### config.mk
export PLATFORM = sky130hd
export DESIGN_NAME = drive_cfg
export DESIGN_NICKNAME = d
export VERILOG_FILES = /design/src/hw/drive_cfg_pkg.sv /design/src/hw/drive_cfg.sv /design/src/hw/commutation_divider.sv
export SDC_FILE = /design/constraint.sdc
export NUM_CORES = 1
export LEC_CHECK = 0
export ABC_AREA = 1
export BUFFER_PORTS_ARGS = -buffer_cell sky130_fd_sc_hd__buf_2
export CORE_AREA = 8 8 156 158
export DETAILED_ROUTE_END_ITERATION = 10
export DIE_AREA = 0 0 164 166
export PLACE_DENSITY = 0.9
export SYNTH_ARGS = -nofsm -noshare
export SYNTH_HDL_FRONTEND = slang
export SYNTH_SLANG_ARGS = --single-unit
### constraint.sdc
create_clock -name aclk -period 38.8 [get_ports aclk]
set_input_delay 1.94 -clock aclk [delete_from_list [all_inputs] [get_ports aclk]]
set_output_delay 1.94 -clock aclk [all_outputs]
set_load 0.005 [all_outputs]
### src/hw/drive_cfg_pkg.sv
// Package: register map, field positions and reset values of the drive configuration block
package drive_cfg_pkg;
  localparam int ADDR_W = 4;
  localparam logic [ADDR_W-1:0] CTRL_OFFSET = 4'h0;
  localparam logic [ADDR_W-1:0] PERIOD_OFFSET = 4'h4;
  localparam logic [ADDR_W-1:0] STATUS_OFFSET = 4'h8;
  localparam int BIT_LRA_UPDATE = 2;
  localparam int BIT_SIGNEDNESS = 3;
  localparam int BIT_SUPPLY_OFF = 4;
  localparam int BIT_ERM_LOOP = 5;
  localparam int BIT_INPUT_TYPE = 6;
  localparam int BIT_LRA_LOOP = 7;
  localparam int PERIOD_W = 7;
  localparam int SAMPLE_W = 8;
  localparam int PWM_DIV = 128;
  localparam int PWM_DIV_W = 7;
  localparam logic [7:0] CTRL_RESET = 8'h20;
  localparam logic [PERIOD_W-1:0] PERIOD_RESET = 7'h00;
  localparam logic [1:0] RESP_OKAY = 2'h0;
  localparam logic [1:0] RESP_SLVERR = 2'h2;
  localparam logic [7:0] HALF_SCALE = 8'h80;

  typedef struct packed {
    logic lra_open_loop;
    logic input_analog;
    logic rotating_mass_loop_select;
    logic supply_correction_off;
    logic realtime_sample_signedness;
    logic lra_twice_per_cycle;
  } drive_cfg_s;
endpackage

### src/hw/drive_cfg.sv
// Module: drive configuration bits with AXI4-Lite slave and drive-loop steering
// How it works
// - Bit 5 picks rotating-mass loop, resets open
// - Supply correction applied unless disabled
// - Realtime samples signed at 0, unsigned at 1
// - Resonant amplitude updates once or twice per cycle
// - Input amplitude from PWM duty or analog level
// - Open-loop resonant drive ignores actual resonance
// - PWM frequency divided by 128 for commutation
// - Open-loop frequency from 7-bit period field
// - Resonant bit 7 at 0 selects auto-resonance tracking
// - Supply correction off is bit 4, resets 0
//
// Implementation choices: register access over AXI4-Lite and the register offsets.
`timescale 1ns/1ps
`default_nettype none
module drive_cfg
  import drive_cfg_pkg::*;
(
  input wire logic aclk,
  input wire logic aresetn,
  input wire logic [ADDR_W-1:0] s_axi_awaddr,
  input wire logic s_axi_awvalid,
  output logic s_axi_awready,
  input wire logic [31:0] s_axi_wdata,
  input wire logic [3:0] s_axi_wstrb,
  input wire logic s_axi_wvalid,
  output logic s_axi_wready,
  output logic [1:0] s_axi_bresp,
  output logic s_axi_bvalid,
  input wire logic s_axi_bready,
  input wire logic [ADDR_W-1:0] s_axi_araddr,
  input wire logic s_axi_arvalid,
  output logic s_axi_arready,
  output logic [31:0] s_axi_rdata,
  output logic [1:0] s_axi_rresp,
  output logic s_axi_rvalid,
  input wire logic s_axi_rready,
  input wire logic pwm_in,
  input wire logic [SAMPLE_W-1:0] analog_level,
  input wire logic [SAMPLE_W-1:0] realtime_sample,
  input wire logic [SAMPLE_W-1:0] supply_gain,
  input wire logic drive_cycle_start,
  input wire logic drive_cycle_half,
  input wire logic resonance_tick,
  output logic [SAMPLE_W-1:0] drive_amplitude_q,
  output logic [SAMPLE_W-1:0] input_amplitude_q,
  output logic erm_closed_loop_q,
  output logic lra_auto_resonance_q,
  output logic drive_commutation_q,
  output logic [PERIOD_W-1:0] drive_period_q,
  output logic config_invalid_q
);
  // ****************************************************************
  // Register file
  // ****************************************************************
  logic [7:0] ctrl_q;
  logic [PERIOD_W-1:0] period_q;
  logic [ADDR_W-1:0] awaddr_q;
  logic [31:0] wdata_q;
  logic [3:0] wstrb_q;
  logic aw_held_q;
  logic w_held_q;
  drive_cfg_s cfg;

  assign cfg.lra_open_loop = ctrl_q[BIT_LRA_LOOP];
  assign cfg.input_analog = ctrl_q[BIT_INPUT_TYPE];
  assign cfg.rotating_mass_loop_select = ctrl_q[BIT_ERM_LOOP];
  assign cfg.supply_correction_off = ctrl_q[BIT_SUPPLY_OFF];
  assign cfg.realtime_sample_signedness = ctrl_q[BIT_SIGNEDNESS];
  assign cfg.lra_twice_per_cycle = ctrl_q[BIT_LRA_UPDATE];

  wire logic do_write = aw_held_q && w_held_q && !s_axi_bvalid;
  wire logic wr_ctrl = do_write && awaddr_q == CTRL_OFFSET && wstrb_q[0];
  wire logic wr_period = do_write && awaddr_q == PERIOD_OFFSET && wstrb_q[0];

  // Address and data are latched independently, so either may arrive first
  always_ff @(posedge aclk) begin
    if (!aresetn) begin
      aw_held_q <= 1'b0;
      w_held_q <= 1'b0;
      awaddr_q <= '0;
      wdata_q <= '0;
      wstrb_q <= '0;
    end else begin
      if (s_axi_awvalid && s_axi_awready) begin
        aw_held_q <= 1'b1;
        awaddr_q <= s_axi_awaddr;
      end else if (do_write) begin
        aw_held_q <= 1'b0;
      end
      if (s_axi_wvalid && s_axi_wready) begin
        w_held_q <= 1'b1;
        wdata_q <= s_axi_wdata;
        wstrb_q <= s_axi_wstrb;
      end else if (do_write) begin
        w_held_q <= 1'b0;
      end
    end
  end

  always_ff @(posedge aclk) begin
    if (!aresetn) begin
      s_axi_awready <= 1'b0;
      s_axi_wready <= 1'b0;
    end else begin
      s_axi_awready <= !aw_held_q && !(s_axi_awvalid && s_axi_awready);
      s_axi_wready <= !w_held_q && !(s_axi_wvalid && s_axi_wready);
    end
  end

  always_ff @(posedge aclk) begin
    if (!aresetn) begin
      s_axi_bvalid <= 1'b0;
      s_axi_bresp <= RESP_OKAY;
    end else if (do_write) begin
      s_axi_bvalid <= 1'b1;
      s_axi_bresp <= (awaddr_q == CTRL_OFFSET || awaddr_q == PERIOD_OFFSET ||
                      awaddr_q == STATUS_OFFSET) ? RESP_OKAY : RESP_SLVERR;
    end else if (s_axi_bready) begin
      s_axi_bvalid <= 1'b0;
    end
  end

  always_ff @(posedge aclk) begin
    if (!aresetn) begin
      ctrl_q <= CTRL_RESET;
      period_q <= PERIOD_RESET;
    end else begin
      if (wr_ctrl) begin
        ctrl_q <= wdata_q[7:0];
      end
      if (wr_period) begin
        period_q <= wdata_q[PERIOD_W-1:0];
      end
    end
  end

  // Read path: one cycle from address to data; status reads live drive state
  always_ff @(posedge aclk) begin
    if (!aresetn) begin
      s_axi_arready <= 1'b0;
      s_axi_rvalid <= 1'b0;
      s_axi_rdata <= '0;
      s_axi_rresp <= RESP_OKAY;
    end else begin
      s_axi_arready <= !s_axi_rvalid && !s_axi_arready && s_axi_arvalid;
      if (s_axi_arvalid && s_axi_arready) begin
        s_axi_rvalid <= 1'b1;
        s_axi_rresp <= RESP_OKAY;
        case (s_axi_araddr)
          CTRL_OFFSET: s_axi_rdata <= {24'h000000, ctrl_q};
          PERIOD_OFFSET: s_axi_rdata <= {25'h0, period_q};
          STATUS_OFFSET: s_axi_rdata <= {23'h0, config_invalid_q, drive_amplitude_q};
          default: begin
            s_axi_rdata <= '0;
            s_axi_rresp <= RESP_SLVERR;
          end
        endcase
      end else if (s_axi_rready) begin
        s_axi_rvalid <= 1'b0;
      end
    end
  end

  // ****************************************************************
  // Drive steering
  // ****************************************************************
  logic [SAMPLE_W-1:0] pwm_high_q;
  logic [SAMPLE_W-1:0] pwm_total_q;
  logic pwm_last_q;
  logic div_commutation;
  logic [2*SAMPLE_W-1:0] duty_ratio;
  logic [PERIOD_W-1:0] ol_cnt_q;
  logic ol_commutation_q;
  logic [SAMPLE_W-1:0] sample_mag;
  logic [2*SAMPLE_W-1:0] scaled;
  wire logic lra_open_pwm = cfg.lra_open_loop && !cfg.input_analog;

  // Product kept at double width so a long high time cannot wrap before the divide
  assign duty_ratio = ((2*SAMPLE_W)'(pwm_high_q) * (2*SAMPLE_W)'({SAMPLE_W{1'b1}})) /
                      (2*SAMPLE_W)'(pwm_total_q);

  commutation_divider #(.DIV_W(PWM_DIV_W)) u_div (
    .aclk(aclk),
    .aresetn(aresetn),
    .enable(lra_open_pwm),
    .pwm_in(pwm_in),
    .commutation_q(div_commutation),
    .half_tick_q()
  );

  // Duty estimate over one PWM period (saturating counters)
  always_ff @(posedge aclk) begin
    if (!aresetn) begin
      pwm_last_q <= 1'b0;
      pwm_high_q <= '0;
      pwm_total_q <= '0;
      input_amplitude_q <= '0;
    end else begin
      pwm_last_q <= pwm_in;
      // The rising-edge cycle is itself high, so both counts restart at one
      if (pwm_in && !pwm_last_q) begin
        pwm_high_q <= SAMPLE_W'(1'b1);
        pwm_total_q <= SAMPLE_W'(1'b1);
      end else begin
        if (pwm_in && !(&pwm_high_q)) pwm_high_q <= pwm_high_q + 1'b1;
        if (!(&pwm_total_q)) pwm_total_q <= pwm_total_q + 1'b1;
      end
      if (cfg.input_analog) begin
        input_amplitude_q <= analog_level;
      end else if (pwm_in && !pwm_last_q && pwm_total_q != '0) begin
        input_amplitude_q <= duty_ratio[SAMPLE_W-1:0];
      end
    end
  end

  // Free-running open-loop commutation from the fixed period field
  always_ff @(posedge aclk) begin
    if (!aresetn) begin
      ol_cnt_q <= '0;
      ol_commutation_q <= 1'b0;
    end else if (resonance_tick) begin
      if (ol_cnt_q >= period_q) begin
        ol_cnt_q <= '0;
        ol_commutation_q <= ~ol_commutation_q;
      end else begin
        ol_cnt_q <= ol_cnt_q + 1'b1;
      end
    end
  end

  always_comb begin
    if (cfg.realtime_sample_signedness) begin
      sample_mag = realtime_sample;
    end else begin
      sample_mag = realtime_sample ^ HALF_SCALE;
    end
    scaled = sample_mag * supply_gain;
  end

  always_ff @(posedge aclk) begin
    if (!aresetn) begin
      drive_amplitude_q <= '0;
    end else if (drive_cycle_start || (cfg.lra_twice_per_cycle && drive_cycle_half)) begin
      if (cfg.supply_correction_off) begin
        drive_amplitude_q <= sample_mag;
      end else begin
        drive_amplitude_q <= scaled[2*SAMPLE_W-1:SAMPLE_W];
      end
    end
  end

  always_ff @(posedge aclk) begin
    if (!aresetn) begin
      erm_closed_loop_q <= 1'b0;
      lra_auto_resonance_q <= 1'b1;
      drive_commutation_q <= 1'b0;
      drive_period_q <= PERIOD_RESET;
      config_invalid_q <= 1'b0;
    end else begin
      erm_closed_loop_q <= !cfg.rotating_mass_loop_select;
      lra_auto_resonance_q <= !cfg.lra_open_loop;
      drive_period_q <= period_q;
      // Unsupported pairing is flagged, not blocked
      config_invalid_q <= cfg.lra_open_loop && cfg.input_analog;
      drive_commutation_q <= lra_open_pwm ? div_commutation : ol_commutation_q;
    end
  end

  // ****************************************************************
  // Checks
  // ****************************************************************
  a_erm_loop_follows: assert property (@(posedge aclk) disable iff (!aresetn)
    ##1 erm_closed_loop_q == !$past(ctrl_q[BIT_ERM_LOOP])) else $error("erm loop wrong");
  a_auto_res: assert property (@(posedge aclk) disable iff (!aresetn)
    ##1 lra_auto_resonance_q == !$past(ctrl_q[BIT_LRA_LOOP])) else $error("auto res wrong");
  a_ctrl_readback: assert property (@(posedge aclk) disable iff (!aresetn)
    wr_ctrl |=> ctrl_q == $past(wdata_q[7:0])) else $error("ctrl not stored");
  a_invalid_flag: assert property (@(posedge aclk) disable iff (!aresetn)
    (cfg.lra_open_loop && cfg.input_analog) [*2] |-> config_invalid_q) else $error("flag");
  a_supply_off: assert property (@(posedge aclk) disable iff (!aresetn)
    (drive_cycle_start && cfg.supply_correction_off) |=> drive_amplitude_q == $past(sample_mag))
    else $error("supply off ignored");
  a_once_per_cycle: assert property (@(posedge aclk) disable iff (!aresetn)
    (!drive_cycle_start && !cfg.lra_twice_per_cycle) |=> $stable(drive_amplitude_q))
    else $error("extra update");
  a_period_out: assert property (@(posedge aclk) disable iff (!aresetn)
    wr_period |=> ##1 drive_period_q == $past(wdata_q[PERIOD_W-1:0], 2)) else $error("period");
  a_analog_input: assert property (@(posedge aclk) disable iff (!aresetn)
    cfg.input_analog |=> input_amplitude_q == $past(analog_level)) else $error("analog");
  a_signed_map: assert property (@(posedge aclk) disable iff (!aresetn)
    !cfg.realtime_sample_signedness |-> sample_mag[SAMPLE_W-1] != realtime_sample[SAMPLE_W-1])
    else $error("signed map");
endmodule
`default_nettype wire

### src/hw/commutation_divider.sv
// Module: divides PWM input edges by a fixed ratio to recover commutation
`timescale 1ns/1ps
`default_nettype none
module commutation_divider
  import drive_cfg_pkg::*;
#(
  parameter int DIV_W = PWM_DIV_W
) (
  input wire logic aclk,
  input wire logic aresetn,
  input wire logic enable,
  input wire logic pwm_in,
  output logic commutation_q,
  output logic half_tick_q
);
  logic pwm_last_q;
  logic [DIV_W-1:0] edge_cnt_q;
  wire logic pwm_rise = pwm_in & ~pwm_last_q;

  always_ff @(posedge aclk) begin
    if (!aresetn) begin
      pwm_last_q <= 1'b0;
    end else begin
      pwm_last_q <= pwm_in;
    end
  end

  // A full count wrap is one commutation period; the midpoint and the wrap each give a half tick
  always_ff @(posedge aclk) begin
    if (!aresetn || !enable) begin
      edge_cnt_q <= '0;
      commutation_q <= 1'b0;
      half_tick_q <= 1'b0;
    end else begin
      half_tick_q <= 1'b0;
      if (pwm_rise) begin
        edge_cnt_q <= edge_cnt_q + 1'b1;
        if (edge_cnt_q == {1'b0, {(DIV_W-1){1'b1}}}) begin
          half_tick_q <= 1'b1;
        end
        if (&edge_cnt_q) begin
          commutation_q <= ~commutation_q;
          half_tick_q <= 1'b1;
        end
      end
    end
  end
endmodule
`default_nettype wire

==> results of run 1 <==
## worst reg2reg max path: cells and delay by family (launching register included)
kind / cells / cell delay (ps)
AOI/OAI and AO/OA: 83 / 14380
adders and majority gates: 21 / 7010
buffers and inverters: 31 / 3210
DFF: 1 / 540
and+or+nand+nor: 83 / 9310
## stage by stage
stage / setup slack [ps] / std cells / hold WS (ps) / utilization, % / instance area [um^2]
global placement: 5830 / 2202 / 421 / 61.7 / 13600
finish: 4340 / 2219 / 446 / 63.2 / 14000
global route: 973 / 2219 / 474 / 63.2 / 14000
detailed placement: 4660 / 2202 / 441 / 61.7 / 13600
CTS: 4560 / 2218 / 443 / 63.2 / 14000
floorplan: 8640 / 1885 / 413 / - / 13200
## metal layers
layer	wire, um	GRT usage, %	vias up
met2	15500	40.8	353
met4	903	7.79	0
met5	0	0	-
met1	12400	26.3	5709
met3	1600	3.22	67
li1	-	-	6023
## final cells by class
cell class	count	area, um^2
multi-input combinational	1390	9450
fill	1836	8120
sequential	106	2120
inverter	326	1230
timing repair buffer	95	478
tap	285	357
clock buffer	9	225
clock inverter	7	113
antenna	1	2.50
## kinds of logic after synthesis
family,count (synthesis),share of synthesized area [%]
xor+xnor,89,5.97
compound gates,306,13.7
flops,106,16.2
buf+inv,389,12.1
fa+ha+maj,250,27.6
simple gates,720,24.3
other cells,1,0.0287
## placed cells by master, fill, tap and decap left out, types with 51 or more instances in the layout
master     n
nand2_1  413
inv_1    310
ha_1     186
nor2_1   123
dfxtp_1  106
o21ai_0  105
buf_2     94
a21oi_1   84
nand3_1   78
fa_1      64
xnor2_1   51
## worst paths after layout
path | endpoint | slack [ps] | cells past startpoint
min | s_axi_arready$_SDFF_PN0_ | 450 | 1
min reg2reg | s_axi_arready$_SDFF_PN0_ | 450 | 1
max reg2reg | input_amplitude_q[0]$_SDFFE_PN0P_ | 4340 | 218
max | input_amplitude_q[0]$_SDFFE_PN0P_ | 4340 | 218
## flip-flops by register name, indices dropped and copies added, names as in the netlist, 4 cells and up
signal	cells
ctrl_q	8
pwm_total_q	8
pwm_high_q	8
u_div.edge_cnt_q	7
wdata_q	8
drive_amplitude_q	8
ol_cnt_q	7
period_q	7
input_amplitude_q	8
s_axi_rdata	9
awaddr_q	4
drive_period_q	7
==> metrics, run 1 <==
Total Routing Usage GR 22.5%; Post-Syn Area between 10000 and 15000 um^2; delay-heaviest family, CP compound AO/OA/AOI/OAI gates; flops & latches, synth between 100 and 150; maximum fanout along the worst path 15; Worst EP arrival 34670 ps; Final Hold Fails 0; clock slew at reported path FFs 70 ps; Final ANT Viol Nets 0; Synth Flop Type dfxtp_1; vias 12152; setup TNS 0 ps; cts repair resizes 0; Post-synth EDFFs 0; share of layout cells above drive strength 1 9.36%; initial core utilization 59.1%; first-pass GRT wire length between 50000 and 60000 um; run status complete, no violations; Routed wire per std cell 13.7 um; vias in the first global route 11747; HPWL Detailed 24600 um; TritonCTS clock tree built; Post-Syn Area per Cell 7.02 um^2; final clock period utilization by the worst path 88.8%; core area approximately 22000 um^2; count leader, synth nand2_1; Most Frequent Cell on Critical Path nand2_1; GPL Wtd Cong 0.892; RSZ-0062 raised after global routing false; sequential share of the synthesized area 16.2%; TritonRoute pass-1 iters 5; post-CTS setup buffers 0; fmax between 0.02 and 0.03 GHz; io pins between 100 and 150; CP endpoint kind register; fin. max-slew vios 0; 1st-iter DRT viols approximately 900; crit path launch pwm_high_q[4]$_SDFFE_PP0P_; final global-route overflow total 0; critical path buffer and inverter count 31; Synth async-reset ratio 0%; max cap viols 0; top post-synthesis cells by count nand2_1 (413), inv_1 (310), ha_1 (186); Nets 2257; WP data required roughly 39000 ps; die area 27200 um^2; Setup Crit Path Kind reg -> reg; clk_lat worst skew 350 ps; DR vias/cell 5.48; leading area contributor after synthesis ha_1; CTS Hold Buffers Added 0; area share of the largest cell type after synthesis about 18%; warnings from Yosys 0; Clock Sinks ~110; Hold Path Class reg -> reg; Yosys cell types 56; largest cells by area after synthesis ha_1 (18%), dfxtp_1 (16%), nand2_1 (12%), fa_1 (9.8%), inv_1 (8.9%); clock root buffer clkbuf_16; CTS buffer count 9; R2R Path Start pwm_high_q[4]$_SDFFE_PP0P_; num rows 55; relative slew slack 25.9%; P&R area growth vs syn 6.93%; Synth Instances 1861; Max Buffers Root-to-Sink 2; launch point of the worst hold path s_axi_rvalid$_SDFFE_PN0P_; startpoint types register; fin crit period 34460 ps; Clock H-tree levels 3; Worst Clk Skew 8.28 ps; PortBufs 94; crit-path max cell delay 660 ps; die height ~170 um; Total Routed Length 30400 um; Residual DRC 0; largest net degree at the start of global routing 46; antenna violations before repair 1; overall die width 164 um; Finish-stage setup viols 0; Crit-path slowest cell a21oi_1; measured slew at the worst slew-check pin approximately 1100 ps
Power of run 1 is not shown: default switching activity piles up to over one toggle a cycle in this logic, so the estimate is an artifact.
==> run 2: changes to the inputs <==
--- a/config.mk
+++ b/config.mk
@@ -5,12 +5,12 @@
 export SDC_FILE = /design/constraint.sdc
 export NUM_CORES = 1
 export LEC_CHECK = 0
-export ABC_AREA = 1
+export ABC_AREA = 0
 export BUFFER_PORTS_ARGS = -buffer_cell sky130_fd_sc_hd__buf_2
-export CORE_AREA = 8 8 156 158
+export CORE_AREA = 8 8 157 159
 export DETAILED_ROUTE_END_ITERATION = 10
-export DIE_AREA = 0 0 164 166
-export PLACE_DENSITY = 0.9
+export DIE_AREA = 0 0 165 167
+export PLACE_DENSITY = 0.91
 export SYNTH_ARGS = -nofsm -noshare
 export SYNTH_HDL_FRONTEND = slang
 export SYNTH_SLANG_ARGS = --single-unit
==> run 2 against run 1 <==
Net effect: synthesized cell count down 9.9%; first-iteration DRC count up 26%; count of clock-buffer cells in the layout unchanged; maximum frequency down 6.5%; hold slack better by 2.0 ps; sequential cell count unchanged; die area up 1.2%.
==> metrics, run 2 <==
overall die width 165 um (+0.61%); Post-Synth Simple-Gate Area 20.7% (-3.6 points); measured slew at the worst slew-check pin 1200 ps (+98.8 ps); post-CTS setup buffers 0 (unchanged); post-synthesis mux area share 4.73% (+4.7 points); core area 22200 um^2 (+0.62%); Placement Cell Area 14100 um^2 (+3.7%); maximum fanout along the worst path 15 (unchanged); largest family of logic cells by synthesized area adder cells; run status complete, no violations; die area 27600 um^2 (+1.2%); CTS Hold Buffers Added 0 (unchanged); Post-Syn Area 13500 um^2 (+3.6%); Total Routing Usage GR 24.2% (+1.7 points); io pins 147 (unchanged); Final ANT Viol Nets 0 (unchanged); warnings from Yosys 0 (unchanged); relative slew slack 19.6% (-6.2 points); Crit-path slowest cell or4_4; PortBufs 94 (unchanged); flops & latches, synth 106 (unchanged); CP endpoint kind register; cts repair resizes 0 (unchanged); TritonRoute pass-1 iters 5 (unchanged); TritonCTS clock tree built; area share of the largest cell type after synthesis 17.2% (-0.63 points); GPL Wtd Cong 0.914 (+2.6%); Nets 2075 (-8.1%); Final Hold Fails 0 (unchanged); critical path buffer and inverter count 7 (-77%); xor and xnor area share after synthesis 4.40% (-1.6 points); share of layout cells above drive strength 1 11.9% (+2.6 points); DR vias/cell 6.24 (+14%); num rows 55 (unchanged); Residual DRC 0 (unchanged); commonest non-fill, non-tap cells in the layout ha_1 (186), nand2_1 (155), nor2_1 (154); largest net degree at the start of global routing 69 (+50%); diode count 0 (-1); Worst Clk Skew 12.4 ps (+4.16 ps); clock slew at reported path FFs 70 ps (about the same); Total Routed Length 34600 um (+14%); Max Buffers Root-to-Sink 2 (unchanged); Fillers 1739 (-5.3%); Synth Flop Type dfxtp_1; post-route cell area 14600 um^2 (+4.2%); vias 12705 (+4.6%); final global-route overflow total 0 (unchanged); startpoint types register; Synth async-reset ratio 0% (unchanged); sequential share of the synthesized area 15.7% (-0.57 points); count leader, synth ha_1; Worst EP arrival 37050 ps (+2380 ps); antenna violations before repair 0 (-1); leading area contributor after synthesis ha_1; Clock Sinks 106 (unchanged); Finish-stage setup viols 0 (unchanged); fin crit period 36870 ps (+2410 ps); P&R area growth vs syn 7.48%; die height 167 um (+0.60%); Yosys cell types 95 (+70%); crit-path max cell delay 660 ps (about the same); Setup Crit Path Kind reg -> reg; initial core utilization 60.9% (+1.8 points); fin. max-slew vios 0 (unchanged); top post-synthesis cells by count ha_1 (186), nand2_1 (156), nor2_1 (156); Synth Instances 1676 (-9.9%); largest register by flop count s_axi_rdata; Clock H-tree levels 3 (unchanged); CTS buffer count 9 (unchanged); largest cells by area after synthesis ha_1 (17%), dfxtp_1 (16%), fa_1 (9.5%), nand2_1 (4.3%), nor2_1 (4.3%); area share of fa/ha/maj cells after synthesis 26.7% (-0.90 points); max reg flops 9 (unchanged); first-pass GRT wire length 56700 um (+8.0%); commonest non-fill, non-tap cell in the layout ha_1; clock root buffer clkbuf_16; vias in the first global route 12398 (+5.5%); 1st-iter DRT viols 1141 (+26%); HPWL Detailed 26800 um (+9.0%); Post-synth EDFFs 0 (unchanged); clk_lat worst skew 370 ps (+20 ps); Most Frequent Cell on Critical Path o21a_1; Post-Syn Area per Cell 8.08 um^2 (+15%); WP data required 38990 ps (-20 ps); max cap viols 0 (unchanged); final clock period utilization by the worst path 95.0% (+6.2 points); fmax 0.0271 GHz (-6.5%); delay-heaviest family, CP compound AO/OA/AOI/OAI gates; Compound-Gate Fraction of Synth Area 21.2% (+7.5 points); Routed wire per std cell 17.0 um (+24%); Hold Path Class reg -> reg
==> run 2: changes by cell type in the layout (fill, tap and decap cells not counted), sizes merged, moves of 45 or more <==
cell / previous run / this run
inv: 320 / 137
nand2: 436 / 156
nand3: 86 / 31
nor3: 20 / 65
o21a: 6 / 52
o21ai: 120 / 62
==> run 2: worst reg2reg max path: cells and delay by family, from the launching register on <==
| kind | cells | cell delay [ps] |
|---|---|---|
| mux | 2 | 630 |
| xor+xnor | 2 | 570 |
| flops | 1 | 460 |
| buf+inv | 7 | 840 |
| compound gates | 85 | 18540 |
| fa+ha+maj | 21 | 6980 |
| simple gates | 39 | 8710 |
==> run 2: final timing paths <==
kind	from	end	slack, ps	depth (start not counted)
setup / recovery	pwm_high_q[5]$_SDFFE_PP0P_	input_amplitude_q[0]$_SDFFE_PN0P_	1930	156
hold / removal	aw_held_q$_SDFFE_PN0P_	s_axi_awready$_SDFF_PN0_	450	1
setup reg to reg	pwm_high_q[5]$_SDFFE_PP0P_	input_amplitude_q[0]$_SDFFE_PN0P_	1930	156
hold reg to reg	aw_held_q$_SDFFE_PN0P_	s_axi_awready$_SDFF_PN0_	450	1
==> run 2: final cells by class <==
cell class / count / area (um^2) / share of cell area [%]
Clock buffer: 9 / 225 / 1.55
Clock inverter: 6 / 52.6 / 0.361
Inverter: 135 / 507 / 3.48
Multi-Input combinational cell: 1393 / 10800 / 74.0
Sequential cell: 106 / 2120 / 14.6
Tap cell: 285 / 357 / 2.45
Timing Repair Buffer: 101 / 523 / 3.59
==> run 2: cells by family (layout without fill, tap and decap cells) <==
family	after synthesis	in the layout
compound gates	411	412
mux	61	61
buf+inv	202	251
xor+xnor	68	68
simple gates	576	576
other cells	1	25
flops	106	106
fa+ha+maj	251	251
==> run 2: through the flow <==
step                TNS [ps]  utilization [%]  cells  hold WS [ps]  setup slack, ps
floorplan                  0                -   1700           403             5500
global placement           0             63.6   2019           429             1530
detailed placement         0             63.6   2019           441              460
CTS                        0             64.9   2034           451              176
global route            -113             65.5   2035           468             -113
finish                     0             65.5   2035           448             1930
==> run 2: layer usage <==
layer | wire length, um | share of wire (%) | vias up | track usage [%]
met5 | 0 | 0 | - | 0
met4 | 944 | 2.7 | 0 | 8.66
met3 | 2110 | 6.1 | 102 | 2.56
met2 | 17400 | 50 | 465 | 43.1
met1 | 14100 | 41 | 6068 | 29.1
li1 | - | - | 6070 | -
Power of run 2 is left out for the same reason.
